===== config.mk =====
export PLATFORM = sky130hd
export DESIGN_NAME = flash_write_code_protection
export DESIGN_NICKNAME = d
export VERILOG_FILES = /design/src/include/fwcp_pkg.sv /design/src/hdl/flash_write_code_protection.sv /design/src/hdl/boot_block_decode.sv
export SDC_FILE = /design/constraint.sdc
export NUM_CORES = 1
export LEC_CHECK = 0
export ABC_AREA = 1
export ABC_CLOCK_PERIOD_IN_PS = 2400
export CAP_MARGIN = 20
export CORE_ASPECT_RATIO = 0.75
export CORE_MARGIN = 2
export CORE_UTILIZATION = 55
export DETAILED_ROUTE_END_ITERATION = 12
export DONT_BUFFER_PORTS = 1
export HOLD_SLACK_MARGIN = 0.1
export PLACE_DENSITY_LB_ADDON = 0.12
export SLEW_MARGIN = 30
export SYNTH_ARGS = -nofsm -noshare
export SYNTH_HDL_FRONTEND = slang
export SYNTH_SLANG_ARGS = --single-unit

===== constraint.sdc =====
create_clock -name i_clk_sys -period 2.4 [get_ports i_clk_sys]
set_input_delay 0.72 -clock i_clk_sys [delete_from_list [all_inputs] [get_ports i_clk_sys]]
set_output_delay 0.72 -clock i_clk_sys [all_outputs]
set_load 0.01 [all_outputs]

===== src/include/fwcp_pkg.sv =====
// Constants for the flash write and code protection block
package fwcp_pkg;
   // Avalon byte offsets
   localparam logic [3:0]  OFS_MEM_PROT  = 4'h0;
   localparam logic [3:0]  OFS_CODE_PROT = 4'h4;
   localparam logic [3:0]  OFS_STATUS    = 4'h8;
   // Memory protection word fields
   localparam int          BIT_LV_PROG   = 13;
   localparam int          BIT_WP_AREA   = 11;
   localparam int          BIT_WP_CFG    = 9;
   localparam int          BIT_WP_BOOT   = 8;
   localparam int          BIT_WP_APP    = 7;
   localparam int          BIT_AREA_EN_N = 4;
   localparam int          BIT_BB_EN_N   = 3;
   localparam int          BIT_BB_SIZE   = 0;
   localparam logic [13:0] MEM_IMPL_MASK = 14'h2B9F;
   localparam logic [13:0] MEM_STICKY    = 14'h0B80;
   // Code protection word: only bit 0 lives
   localparam int          BIT_PROT_N    = 0;
   localparam logic [13:0] CODE_MASK     = 14'h0001;
   // Blank / bulk-erased value of both words
   localparam logic [13:0] WORD_ERASED   = 14'h3FFF;
   // Status word fields
   localparam int          ST_LAST_LSB   = 0;
   localparam int          ST_SIZE_LSB   = 16;
   localparam int          ST_CODE_PROT  = 30;
   localparam int          ST_LV_SESS    = 31;
   // Memory geometry in words
   localparam logic [15:0] USER_WORDS    = 16'h4000;
   localparam logic [15:0] AREA_WORDS    = 16'h0080;
   localparam logic [15:0] BOOT_MIN      = 16'h0200;
   localparam logic [15:0] BOOT_512      = 16'h0200;
   localparam logic [15:0] CFG_SPACE     = 16'h8000;
   localparam logic [2:0]  BB_SEL_MIN    = 3'h7;
   // Bus answer states
   typedef enum logic [1:0] {
      BUS_IDLE = 2'b01,
      BUS_ACK  = 2'b10
   } bus_state_t;
endpackage


===== src/hdl/flash_write_code_protection.sv =====
// Configuration word store with flash write and code protection checks
//
// Behaviour
// - Mode bit 13 set enables low-voltage programming; clear demands high voltage on the pin.
// - Clearing the low-voltage mode bit is ignored while a low-voltage session runs.
// - Unimplemented bits of both protection words, bits 13 to 1 of the code word too, read 1.
// - Protection bits only ever go active by writes; only a bulk erase or a reset releases them.
// - Boot size: enable high gives 0, else 111..011 give 512..8192 words, last 01FFh..1FFFh.
// - A boot size above half the user memory is taken as exactly half.
// - Code protect bit 0 set leaves flash unprotected, clear protects it.
// - Under code protection external writes are refused and external reads return zeros.
// - The CPU's own reads of program memory are never restricted.
//
// The implementer's own choices: the register offsets and the Avalon-MM slave port.
`timescale 1ns/1ps
module flash_write_code_protection (
   input  wire logic        i_clk_sys,
   input  wire logic        i_rst,
   // Avalon-MM slave
   input  wire logic [3:0]  i_avs_address,
   input  wire logic        i_avs_read,
   input  wire logic        i_avs_write,
   input  wire logic [31:0] i_avs_writedata,
   output logic      [31:0] o_avs_readdata,
   output logic             o_avs_waitrequest,
   // Pins from the programming side
   input  wire logic        i_lv_session,
   input  wire logic        i_bulk_erase,
   // Mode outputs
   output logic             o_low_voltage_prog_enable,
   output logic             o_hv_entry_required,
   // CPU self-write check
   input  wire logic        i_self_wr_req,
   input  wire logic [15:0] i_self_wr_addr,
   output logic             o_self_wr_ack,
   output logic             o_self_wr_allow,
   // External programmer access
   input  wire logic        i_ext_rd,
   input  wire logic        i_ext_wr,
   input  wire logic [13:0] i_ext_flash_data,
   output logic      [13:0] o_ext_rd_data,
   output logic             o_ext_wr_allow,
   // CPU internal read path
   input  wire logic        i_cpu_rd,
   input  wire logic [13:0] i_cpu_flash_data,
   output logic      [13:0] o_cpu_rd_data
);
   fwcp_pkg::bus_state_t st_q, st_d;
   logic [31:0] rdata_q, rdata_d;
   logic [13:0] mem_q, mem_d;
   logic [13:0] code_q, code_d;
   logic [1:0]  sess_sync_q, erase_sync_q;
   logic        self_ack_q, self_ack_d;
   logic        self_allow_q, self_allow_d;
   logic [13:0] ext_rd_q, ext_rd_d;
   logic        ext_wr_q, ext_wr_d;
   logic [13:0] cpu_rd_q, cpu_rd_d;
   logic [15:0] boot_size;
   logic [15:0] boot_last;
   logic        acc_wr;
   logic        lv_session;
   logic        erase;
   logic        prot_active;

   // Readback with unimplemented bits forced high
   function automatic logic [13:0] readback(input logic [13:0] val, input logic [13:0] impl);
      readback = val | ~impl;
   endfunction

   assign lv_session  = sess_sync_q[1];
   assign erase       = erase_sync_q[1];
   assign prot_active = ~code_q[fwcp_pkg::BIT_PROT_N];
   assign acc_wr      = (st_q == fwcp_pkg::BUS_ACK) && i_avs_write;

   // Pins come from the programmer, outside our clock
   always_ff @(posedge i_clk_sys) begin
      if (i_rst) begin
         sess_sync_q  <= 2'h0;
         erase_sync_q <= 2'h0;
      end else begin
         sess_sync_q  <= {sess_sync_q[0], i_lv_session};
         erase_sync_q <= {erase_sync_q[0], i_bulk_erase};
      end
   end

   boot_block_decode u_boot (
      .i_clk_sys             (i_clk_sys),
      .i_rst                 (i_rst),
      .i_boot_block_enable_n (mem_q[fwcp_pkg::BIT_BB_EN_N]),
      .i_boot_block_size_sel (mem_q[fwcp_pkg::BIT_BB_SIZE +: 3]),
      .o_boot_size           (boot_size),
      .o_boot_last           (boot_last)
   );

   // Bus answer: one wait cycle, readdata prepared while waiting
   always_comb begin
      st_d    = st_q;
      rdata_d = rdata_q;
      unique case (st_q)
         fwcp_pkg::BUS_IDLE: begin
            if (i_avs_read || i_avs_write) begin
               st_d = fwcp_pkg::BUS_ACK;
            end
            rdata_d = 32'h0000_0000; // Unmapped reads answer zero
            unique case (i_avs_address)
               fwcp_pkg::OFS_MEM_PROT: begin
                  rdata_d[13:0] = readback(mem_q, fwcp_pkg::MEM_IMPL_MASK);
               end
               fwcp_pkg::OFS_CODE_PROT: begin
                  rdata_d[13:0] = readback(code_q, fwcp_pkg::CODE_MASK);
               end
               fwcp_pkg::OFS_STATUS: begin
                  rdata_d[fwcp_pkg::ST_LAST_LSB +: 16] = boot_last;
                  rdata_d[fwcp_pkg::ST_SIZE_LSB +: 14] = boot_size[13:0];
                  rdata_d[fwcp_pkg::ST_CODE_PROT]      = prot_active;
                  rdata_d[fwcp_pkg::ST_LV_SESS]        = lv_session;
               end
               default: begin
                  rdata_d = 32'h0000_0000;
               end
            endcase
         end
         fwcp_pkg::BUS_ACK: begin
            st_d = fwcp_pkg::BUS_IDLE;
         end
      endcase
   end

   always_ff @(posedge i_clk_sys) begin
      if (i_rst) begin
         st_q    <= fwcp_pkg::BUS_IDLE;
         rdata_q <= 32'h0000_0000;
      end else begin
         st_q    <= st_d;
         rdata_q <= rdata_d;
      end
   end

   assign o_avs_waitrequest = (i_avs_read || i_avs_write) && (st_q != fwcp_pkg::BUS_ACK);
   assign o_avs_readdata    = rdata_q;

   // Config words: erase wins over a write in the same cycle
   always_comb begin
      mem_d = mem_q;
      code_d = code_q;
      if (erase) begin
         mem_d  = fwcp_pkg::WORD_ERASED;
         code_d = fwcp_pkg::WORD_ERASED;
      end else if (acc_wr && i_avs_address == fwcp_pkg::OFS_MEM_PROT) begin
         // Sticky bits can only be cleared, i.e. protection only switched on
         mem_d = ((mem_q & i_avs_writedata[13:0]) & fwcp_pkg::MEM_STICKY)
               | (i_avs_writedata[13:0] & ~fwcp_pkg::MEM_STICKY);
         if (lv_session && mem_q[fwcp_pkg::BIT_LV_PROG]) begin
            mem_d[fwcp_pkg::BIT_LV_PROG] = 1'b1;
         end
      end else if (acc_wr && i_avs_address == fwcp_pkg::OFS_CODE_PROT) begin
         code_d = code_q & i_avs_writedata[13:0];
      end
   end

   always_ff @(posedge i_clk_sys) begin
      if (i_rst) begin
         mem_q <= fwcp_pkg::WORD_ERASED;
         code_q <= fwcp_pkg::WORD_ERASED;
      end else begin
         mem_q <= mem_d;
         code_q <= code_d;
      end
   end

   // Programming entry mode follows bit 13 directly
   assign o_low_voltage_prog_enable = mem_q[fwcp_pkg::BIT_LV_PROG];
   assign o_hv_entry_required       = ~mem_q[fwcp_pkg::BIT_LV_PROG];

   // Region pick for self-writes; config space wins, then boot, then storage
   always_comb begin
      self_ack_d   = i_self_wr_req;
      self_allow_d = 1'b0;
      if (i_self_wr_req) begin
         if (i_self_wr_addr >= fwcp_pkg::CFG_SPACE) begin
            self_allow_d = mem_q[fwcp_pkg::BIT_WP_CFG];
         end else if (!mem_q[fwcp_pkg::BIT_BB_EN_N] && i_self_wr_addr < boot_size) begin
            self_allow_d = mem_q[fwcp_pkg::BIT_WP_BOOT];
         end else if (!mem_q[fwcp_pkg::BIT_AREA_EN_N]
                      && i_self_wr_addr >= fwcp_pkg::USER_WORDS - fwcp_pkg::AREA_WORDS
                      && i_self_wr_addr < fwcp_pkg::USER_WORDS) begin
            self_allow_d = mem_q[fwcp_pkg::BIT_WP_AREA];
         end else if (i_self_wr_addr < fwcp_pkg::USER_WORDS) begin
            self_allow_d = mem_q[fwcp_pkg::BIT_WP_APP];
         end
      end
   end

   // External path gated by code protect; CPU path never gated
   always_comb begin
      ext_rd_d = ext_rd_q;
      cpu_rd_d = cpu_rd_q;
      ext_wr_d = i_ext_wr && !prot_active;
      if (i_ext_rd) begin
         ext_rd_d = prot_active ? 14'h0000 : i_ext_flash_data;
      end
      if (i_cpu_rd) begin
         cpu_rd_d = i_cpu_flash_data;
      end
   end

   always_ff @(posedge i_clk_sys) begin
      if (i_rst) begin
         self_ack_q   <= 1'b0;
         self_allow_q <= 1'b0;
         ext_rd_q     <= 14'h0000;
         ext_wr_q     <= 1'b0;
         cpu_rd_q     <= 14'h0000;
      end else begin
         self_ack_q   <= self_ack_d;
         self_allow_q <= self_allow_d;
         ext_rd_q     <= ext_rd_d;
         ext_wr_q     <= ext_wr_d;
         cpu_rd_q     <= cpu_rd_d;
      end
   end

   assign o_self_wr_ack   = self_ack_q;
   assign o_self_wr_allow = self_allow_q;
   assign o_ext_rd_data   = ext_rd_q;
   assign o_ext_wr_allow  = ext_wr_q;
   assign o_cpu_rd_data   = cpu_rd_q;
endmodule


===== src/hdl/boot_block_decode.sv =====
// Boot block size and last address decoder
`timescale 1ns/1ps
module boot_block_decode (
   input  wire logic        i_clk_sys,
   input  wire logic        i_rst,
   input  wire logic        i_boot_block_enable_n,
   input  wire logic [2:0]  i_boot_block_size_sel,
   output logic      [15:0] o_boot_size,
   output logic      [15:0] o_boot_last
);
   logic [15:0] raw;
   logic [15:0] half;

   // Each step down in the field doubles the block, then clamp at half memory
   always_comb begin
      half = fwcp_pkg::USER_WORDS >> 1;
      raw  = fwcp_pkg::BOOT_MIN << (fwcp_pkg::BB_SEL_MIN - i_boot_block_size_sel);
      if (i_boot_block_enable_n) begin
         o_boot_size = 16'h0000;
      end else if (raw > half || raw == 16'h0000) begin
         o_boot_size = half;
      end else begin
         o_boot_size = raw;
      end
      o_boot_last = (o_boot_size == 16'h0000) ? 16'h0000 : o_boot_size - 16'h0001;
   end
endmodule


* Word-level counts from Yosys, hierarchy flattened
Index checks and enable logic that the tools add are counted.
Cells by class: div/mod/pow operators 0, reductions and logical operators 19, muxes and demuxes 13, equal/unequal tests 6, bitwise logic cells 7, add/subtract/negate cells 2, $mul 0, shifts and indexed selects 1, $lt $le $gt $ge 5
Operators with widths (number):
- 16-bit 2-to-1 mux | 3
- 14-bit one-hot mux with 3 select lines | 1
- 16-bit logical NOT | 2
- 18-bit 2-to-1 mux | 1
- 16-bit by 14-bit greater-or-equal comparator with 1-bit output, second input constant | 1
- 16-bit greater-or-equal comparator, second input constant | 1
- 16-bit by 14-bit > comparator with 1-bit output, second input constant | 1
- 16-bit by 15-bit < comparator with 1-bit output, second input constant | 1
- 16-bit < comparator | 1
- 10-bit by 3-bit left shift with 16-bit output, first input constant | 1
- 16-bit by 1-bit subtractor with 16-bit output, second input constant | 1
- 14-bit AND | 1
- 14-bit 2-to-1 mux | 1
- 12-bit by 14-bit OR with 14-bit output | 1
- 12-bit AND | 1
- 1-bit logical AND | 9
- 1-bit 2-to-1 mux | 5
- 4-bit by 3-bit equality test with 1-bit output, second input constant | 1
- 4-bit equality test, second input constant | 1
- 4-bit logical NOT | 1
- 2-bit != test, second input constant | 2
- 1-bit NOT | 4
- 2-bit one-hot mux with 2 select lines | 1
- 2-bit OR reduction | 2
- other kinds (7) | 9
Storage, ports and cells: bits in latches 0, memories 0, bits in registers 97, bits in read-only memories 0, bits in writable memories 0, output and inout bits 66

* Longest topological paths before layout
word-level depth 10, gate-level depth with buffers 16, gate-level depth less buffers 16

* By module
From an unflattened synthesis, not the netlist that was laid out.
Second synthesis, totals: cell total of the unflattened synthesis 513, area, all modules 3739.8 um^2
Modules (own cells, without submodules):
- flash_write_code_protection | area an instance 3449.6 um^2, times used 1, seq. area each 1601.5 um^2, cells each 464
- boot_block_decode | area an instance 290.3 um^2, times used 1, seq. area each 0.0 um^2, cells each 49

* Worst setup path before layout
Ideal clock, no wire load.
path type register to register, from register mem_q[3], to register self_allow_q, in the netlist o_self_wr_allow, setup slack 720 ps, buffers on the path 0, period minus slack after synthesis 1680 ps, stages on the path, launching flop included 16, data required time 2291 ps, arrival 1571 ps, cell sequence dfxtp_1 -> nor2_2 -> inv_1 -> nor3_1 -> inv_1 -> ha_1 -> nand2_1 -> inv_1 -> nand2_1 -> nand2_1 -> nand2_1 -> nand4_1 -> nand2_1 -> nand3_1 -> nand2_1 -> inv_1
Between the ends: longest elaborated chain between the ends 5
Ends and longest elaborated chain:
- start: declaration | RTL line flash_write_code_protection.sv:50 | logic [13:0] mem_q, mem_d;
- start signal: assignment | RTL line flash_write_code_protection.sv:163 | mem_q <= fwcp_pkg::WORD_ERASED;
- start signal: assignment | RTL line flash_write_code_protection.sv:166 | mem_q <= mem_d;
- 16-bit 2-to-1 mux | RTL line boot_block_decode.sv:18 | if (i_boot_block_enable_n) begin
- 16-bit < comparator | RTL line flash_write_code_protection.sv:182 | end else if (!mem_q[fwcp_pkg::BIT_BB_EN_N] && i_self_wr_addr < boot_size) begin
- 1-bit logical AND (*) | RTL line flash_write_code_protection.sv:182
- 1-bit 2-to-1 mux (*) | RTL line flash_write_code_protection.sv:182
- 1-bit 2-to-1 mux (*) | RTL line flash_write_code_protection.sv:180 | if (i_self_wr_addr >= fwcp_pkg::CFG_SPACE) begin
- end signal: assignment | RTL line flash_write_code_protection.sv:216 | self_allow_q <= self_allow_d;
- end: declaration | RTL line flash_write_code_protection.sv:54 | logic self_allow_q, self_allow_d;
Mark *: on every way between the ends. The rest lies on a longest branch, timed or not. A chain may end at the register's enable or synchronous reset.

* Worst setup path in the final report
from register mem_q[2], to register self_allow_q, in the netlist o_self_wr_allow
Between the ends: longest elaborated chain between the ends 10
Ends and longest elaborated chain:
- 3-bit subtractor (*) | RTL line boot_block_decode.sv:17 | raw = fwcp_pkg::BOOT_MIN << (fwcp_pkg::BB_SEL_MIN - i_boot_block_size_sel);
- 10-bit by 3-bit left shift with 16-bit output (*) | RTL line boot_block_decode.sv:17
- 16-bit by 14-bit > comparator with 1-bit output / 16-bit logical NOT (equally long branches) | RTL line boot_block_decode.sv:20 | end else if (raw > half || raw == 16'h0000) begin
- 1-bit logical OR | RTL line boot_block_decode.sv:20
- 16-bit 2-to-1 mux (*) | RTL line boot_block_decode.sv:20
- 16-bit 2-to-1 mux (*) | RTL line boot_block_decode.sv:18
- 16-bit < comparator (*) | RTL line flash_write_code_protection.sv:182
- 1-bit logical AND (*) | RTL line flash_write_code_protection.sv:182
- 1-bit 2-to-1 mux (*) | RTL line flash_write_code_protection.sv:182
- 1-bit 2-to-1 mux (*) | RTL line flash_write_code_protection.sv:180
Marked as above.

==> results.md <==
- Data arrival, critical path: around 2.3 ns
- H-tree levels: 3
- RSZ-0062 raised after global routing: no
- Register Area: around 1400 um2
- Sequential share of power: between 50% and 60%
- Crit path from: mem_q[2]
- Ports: 156
- Core box area: about 5400 um2
- Yosys warns: 0
- Final WL: a little under 7000 um
- Setup_tns: 0 ns
- Count of clock tree sinks: 70
- CP top delay family: simple AND/OR/NAND/NOR gates
- Vias in the first global route: between 2000 and 2500
- Die W: roughly 90 um
- First-pass GRT wire length: between 10000 and 15000 um
- Worst skew pair latency: 0.33 ns
- Comb power frac: ~7.5%
- Mapped Cells: around 420
- CP startpoint kind: register
- Worst Setup EP: o_self_wr_allow
- Start of the worst register-to-register path: mem_q[2]
- WL/cell: around 14 um
- CP Cell Sequence: inv_2 -> nor2_2 -> inv_1 -> nor3_1 -> inv_1 -> ha_1 -> nand2_1 -> inv_1 -> nand2_1 -> nand2_1 -> nand2_1 -> nand4_1 -> nand2_1 -> nand3_1 -> nand2_1 -> inv_1
- Max-Cap Viols: 0
- Share of layout cells above drive strength 1: under 10%
- Crit-path max FO: 5
- Crit path capture type: register
- Most frequent CP cell: nand2_1
- Net switching power: between 600 and 700 uW
- Final Skew: 0.0103 ns
- Lkg Pwr: about 1.5 nW
- WP buf/inv: 5
- Syn avg cell area: 7.44 um2
- All-Layer GR Usage: roughly 22%
- Area grow syn2layout: 5.38%
- Hold Vio Cnt, Final: 0
- Outcome: finished clean
- Vias: approximately 2500
- Worst hold margin: 0.413 ns
- DR DRC count: 0
- Cts repair resizes: 0
- Clock network power share: between 30% and 40%
- Initial Utilization: a little under three fifths
- Slowest-stage cell, CP: dfxtp_1
- Routed vias/inst: between 5 and 6
- PwrDens: 724 nW/um2
- Setup-failing EPs final: 0
- Pin count of the biggest net entering global routing: 36
- Seq/Total Area, Yosys: 45.3%
- Peak VDD IR: around 0.00042 V
- Final slew viol count: 0
- Min cycle time layout: just over 2 ns
- Reg2reg path depth: 16
- Worst-case clock buffer depth: 2
- Crit-path max cell delay: ~0.34 ns
- Multi-input logic area: around 1400 um2
- GPL Wtd Cong: between 0.9 and 1
- Critical path depth in cells: 16
- Synth Cell Area: roughly 3100 um2
- CTS buffer count: 9
- Worst-path clk slew: ~0.080 ns
- Tightest Pin Transition: ~0.66 ns
- Internal power: about 1.8 mW
- Final core utilization: 60.6%
- Max transition margin: 55.7%
- CTS tree: built
- DRT Pass-1 Iters: 4
- Yosys reg bits: 70
- Initial drt markers: 164
- Yosys cell types: 27
- Post-CTS Hold Buffers: 0
- Switching Share: roughly a quarter
- Final Cycle Share: approximately 84%
- HPWL after DPL: approximately 5200 um
- Initial antenna violation count: 0
- Filler Cell Count: 520
- Final Cell Area: between 3000 and 4000 um2
- Final #Nets: between 500 and 600
- IO Port Bufs: 0
- Gr ovfl total: 0
- CP required: between 2 and 3 ns
- Setup bufs post-CTS: 0
- WS Path Type: register to register
- Worst flop-to-flop path endpoint: o_self_wr_allow
- Flop2flop setup slack: about 0.39 ns
- Row count: 23
- Full die area: 6250 um2
- Worst Hold Class: register to register
- Die height: just under 70 um
- Area after DPL: 3080 um2
- F_max: 0.496 GHz
- Clock root buffer: clkbuf_8
- ANT nets after route: 0
- Antenna cells: 0
[power by group through the flow]
stage | Sequential [mW] | Clock (mW) | Combinational, mW
2_1_floorplan | 1.30 | 0 | 0.177
3_3_place_gp | 1.31 | 0 | 0.171
3_5_place_dp | 1.31 | 0 | 0.178
4_1_cts | 1.28 | 0.924 | 0.179
5_1_grt | 1.29 | 0.965 | 0.210
6_report | 1.28 | 0.900 | 0.177
[layout by cell type (no fill, tap or decap), drive strengths merged]
cell type and count:
nand2 82, o21ai 38, clkinv 2, dfxtp 70
nor3 4, ha 8, bufinv 1, inv 48
nand3 24, o211ai 7, conb 11, clkinvlp 1
buf 1, clkbuf 12, a21oi 37, nor2 64
nor4 1, nand4 4
[routing by layer]
| layer | GRT usage [%] | vias up | part of all wire, % | wire, um |
|---|---|---|---|---|
| met1 | 29.2 | 1103 | 46 | 3180 |
| met2 | 34.1 | 98 | 44 | 3040 |
| met4 | 6.92 | 0 | 0.56 | 39 |
| met3 | 8.15 | 7 | 9.4 | 651 |
| met5 | 0 | - | 0 | 0 |
| li1 | - | 1301 | - | - |
[cells in the mapped netlist]
cell type,number,share of area [%]
nand2_2,4,0.81
nand2_4,3,1.1
inv_1,41,5.0
nand3_1,22,3.6
buf_6,1,0.36
o211ai_1,6,1.5
a21oi_2,2,0.57
nand4_1,4,0.81
nand2_1,75,9.1
o21ai_0,30,4.9
clkbuf_1,12,1.5
ha_1,8,3.2
nand3_4,2,1.1
nor3_1,4,0.65
buf_2,4,0.65
inv_2,6,0.73
nor2_2,4,0.81
nor2_1,57,6.9
nor4_1,1,0.20
conb_1,2,0.24
inv_4,1,0.20
o211ai_2,1,0.40
buf_4,10,2.4
a21oi_1,35,5.7
o21ai_1,8,1.3
nor2_4,3,1.1
dfxtp_1,70,45
[cell families after synthesis]
family | count (synthesis) | synth area share, %
AOI/OAI and AO/OA | 82 | 14.2
adders and majority gates | 8 | 3.24
buffers and inverters | 75 | 10.8
DFF | 70 | 45.3
other | 2 | 0.243
and+or+nand+nor | 179 | 26.2
[sequential cells by signal, indices dropped and copies added, names as in the netlist]
signal           flops
o_avs_readdata      22
o_self_wr_ack        1
o_ext_rd_data       14
o_ext_wr_allow       1
mem_q               10
code_q               1
sess_sync_q          2
o_cpu_rd_data       14
erase_sync_q         2
st_q                 2
o_self_wr_allow      1
[worst register-to-register path, delay by kind of cell (launching register included)]
family                   cells  cell delay, ns
AND/OR/NAND/NOR             10            0.98
flip-flops                   1            0.34
adder cells (fa/ha/maj)      1            0.28
buffers and inverters        5            0.33
[area by class of cell]
class                           count  share of cell area [%]
Timing Repair Buffer                1                   0.230
Clock buffer                       12                    4.15
Sequential cell                    70                    43.0
Clock inverter                      4                    1.46
Tap cell                           75                    2.88
Inverter                           48                    5.60
Multi-Input combinational cell    280                    42.7
[worst min path at each step]
stage                    startpoint               end  slack [ns]  cells after the start
floorplan           erase_sync_q[0]   erase_sync_q[1]        0.39                      2
global placement    erase_sync_q[0]   erase_sync_q[1]        0.39                      2
detailed placement  erase_sync_q[0]   erase_sync_q[1]        0.40                      2
CTS                  sess_sync_q[0]    sess_sync_q[1]        0.42                      2
global route                  i_rst  o_ext_rd_data[0]        0.42                      1
finish              erase_sync_q[0]   erase_sync_q[1]        0.41                      2
[stage by stage]
| stage | worst slack (ns) | power, mW | cells |
|---|---|---|---|
| finish | 0.386 | 2.36 | 490 |
| global route | 0.110 | 2.46 | 490 |
| CTS | 0.377 | 2.39 | 490 |
| detailed placement | 0.385 | 1.49 | 474 |
| global placement | 0.432 | 1.48 | 474 |
| floorplan | 0.720 | 1.47 | 425 |
No activity file was read; power rests on OpenSTA's default activity.
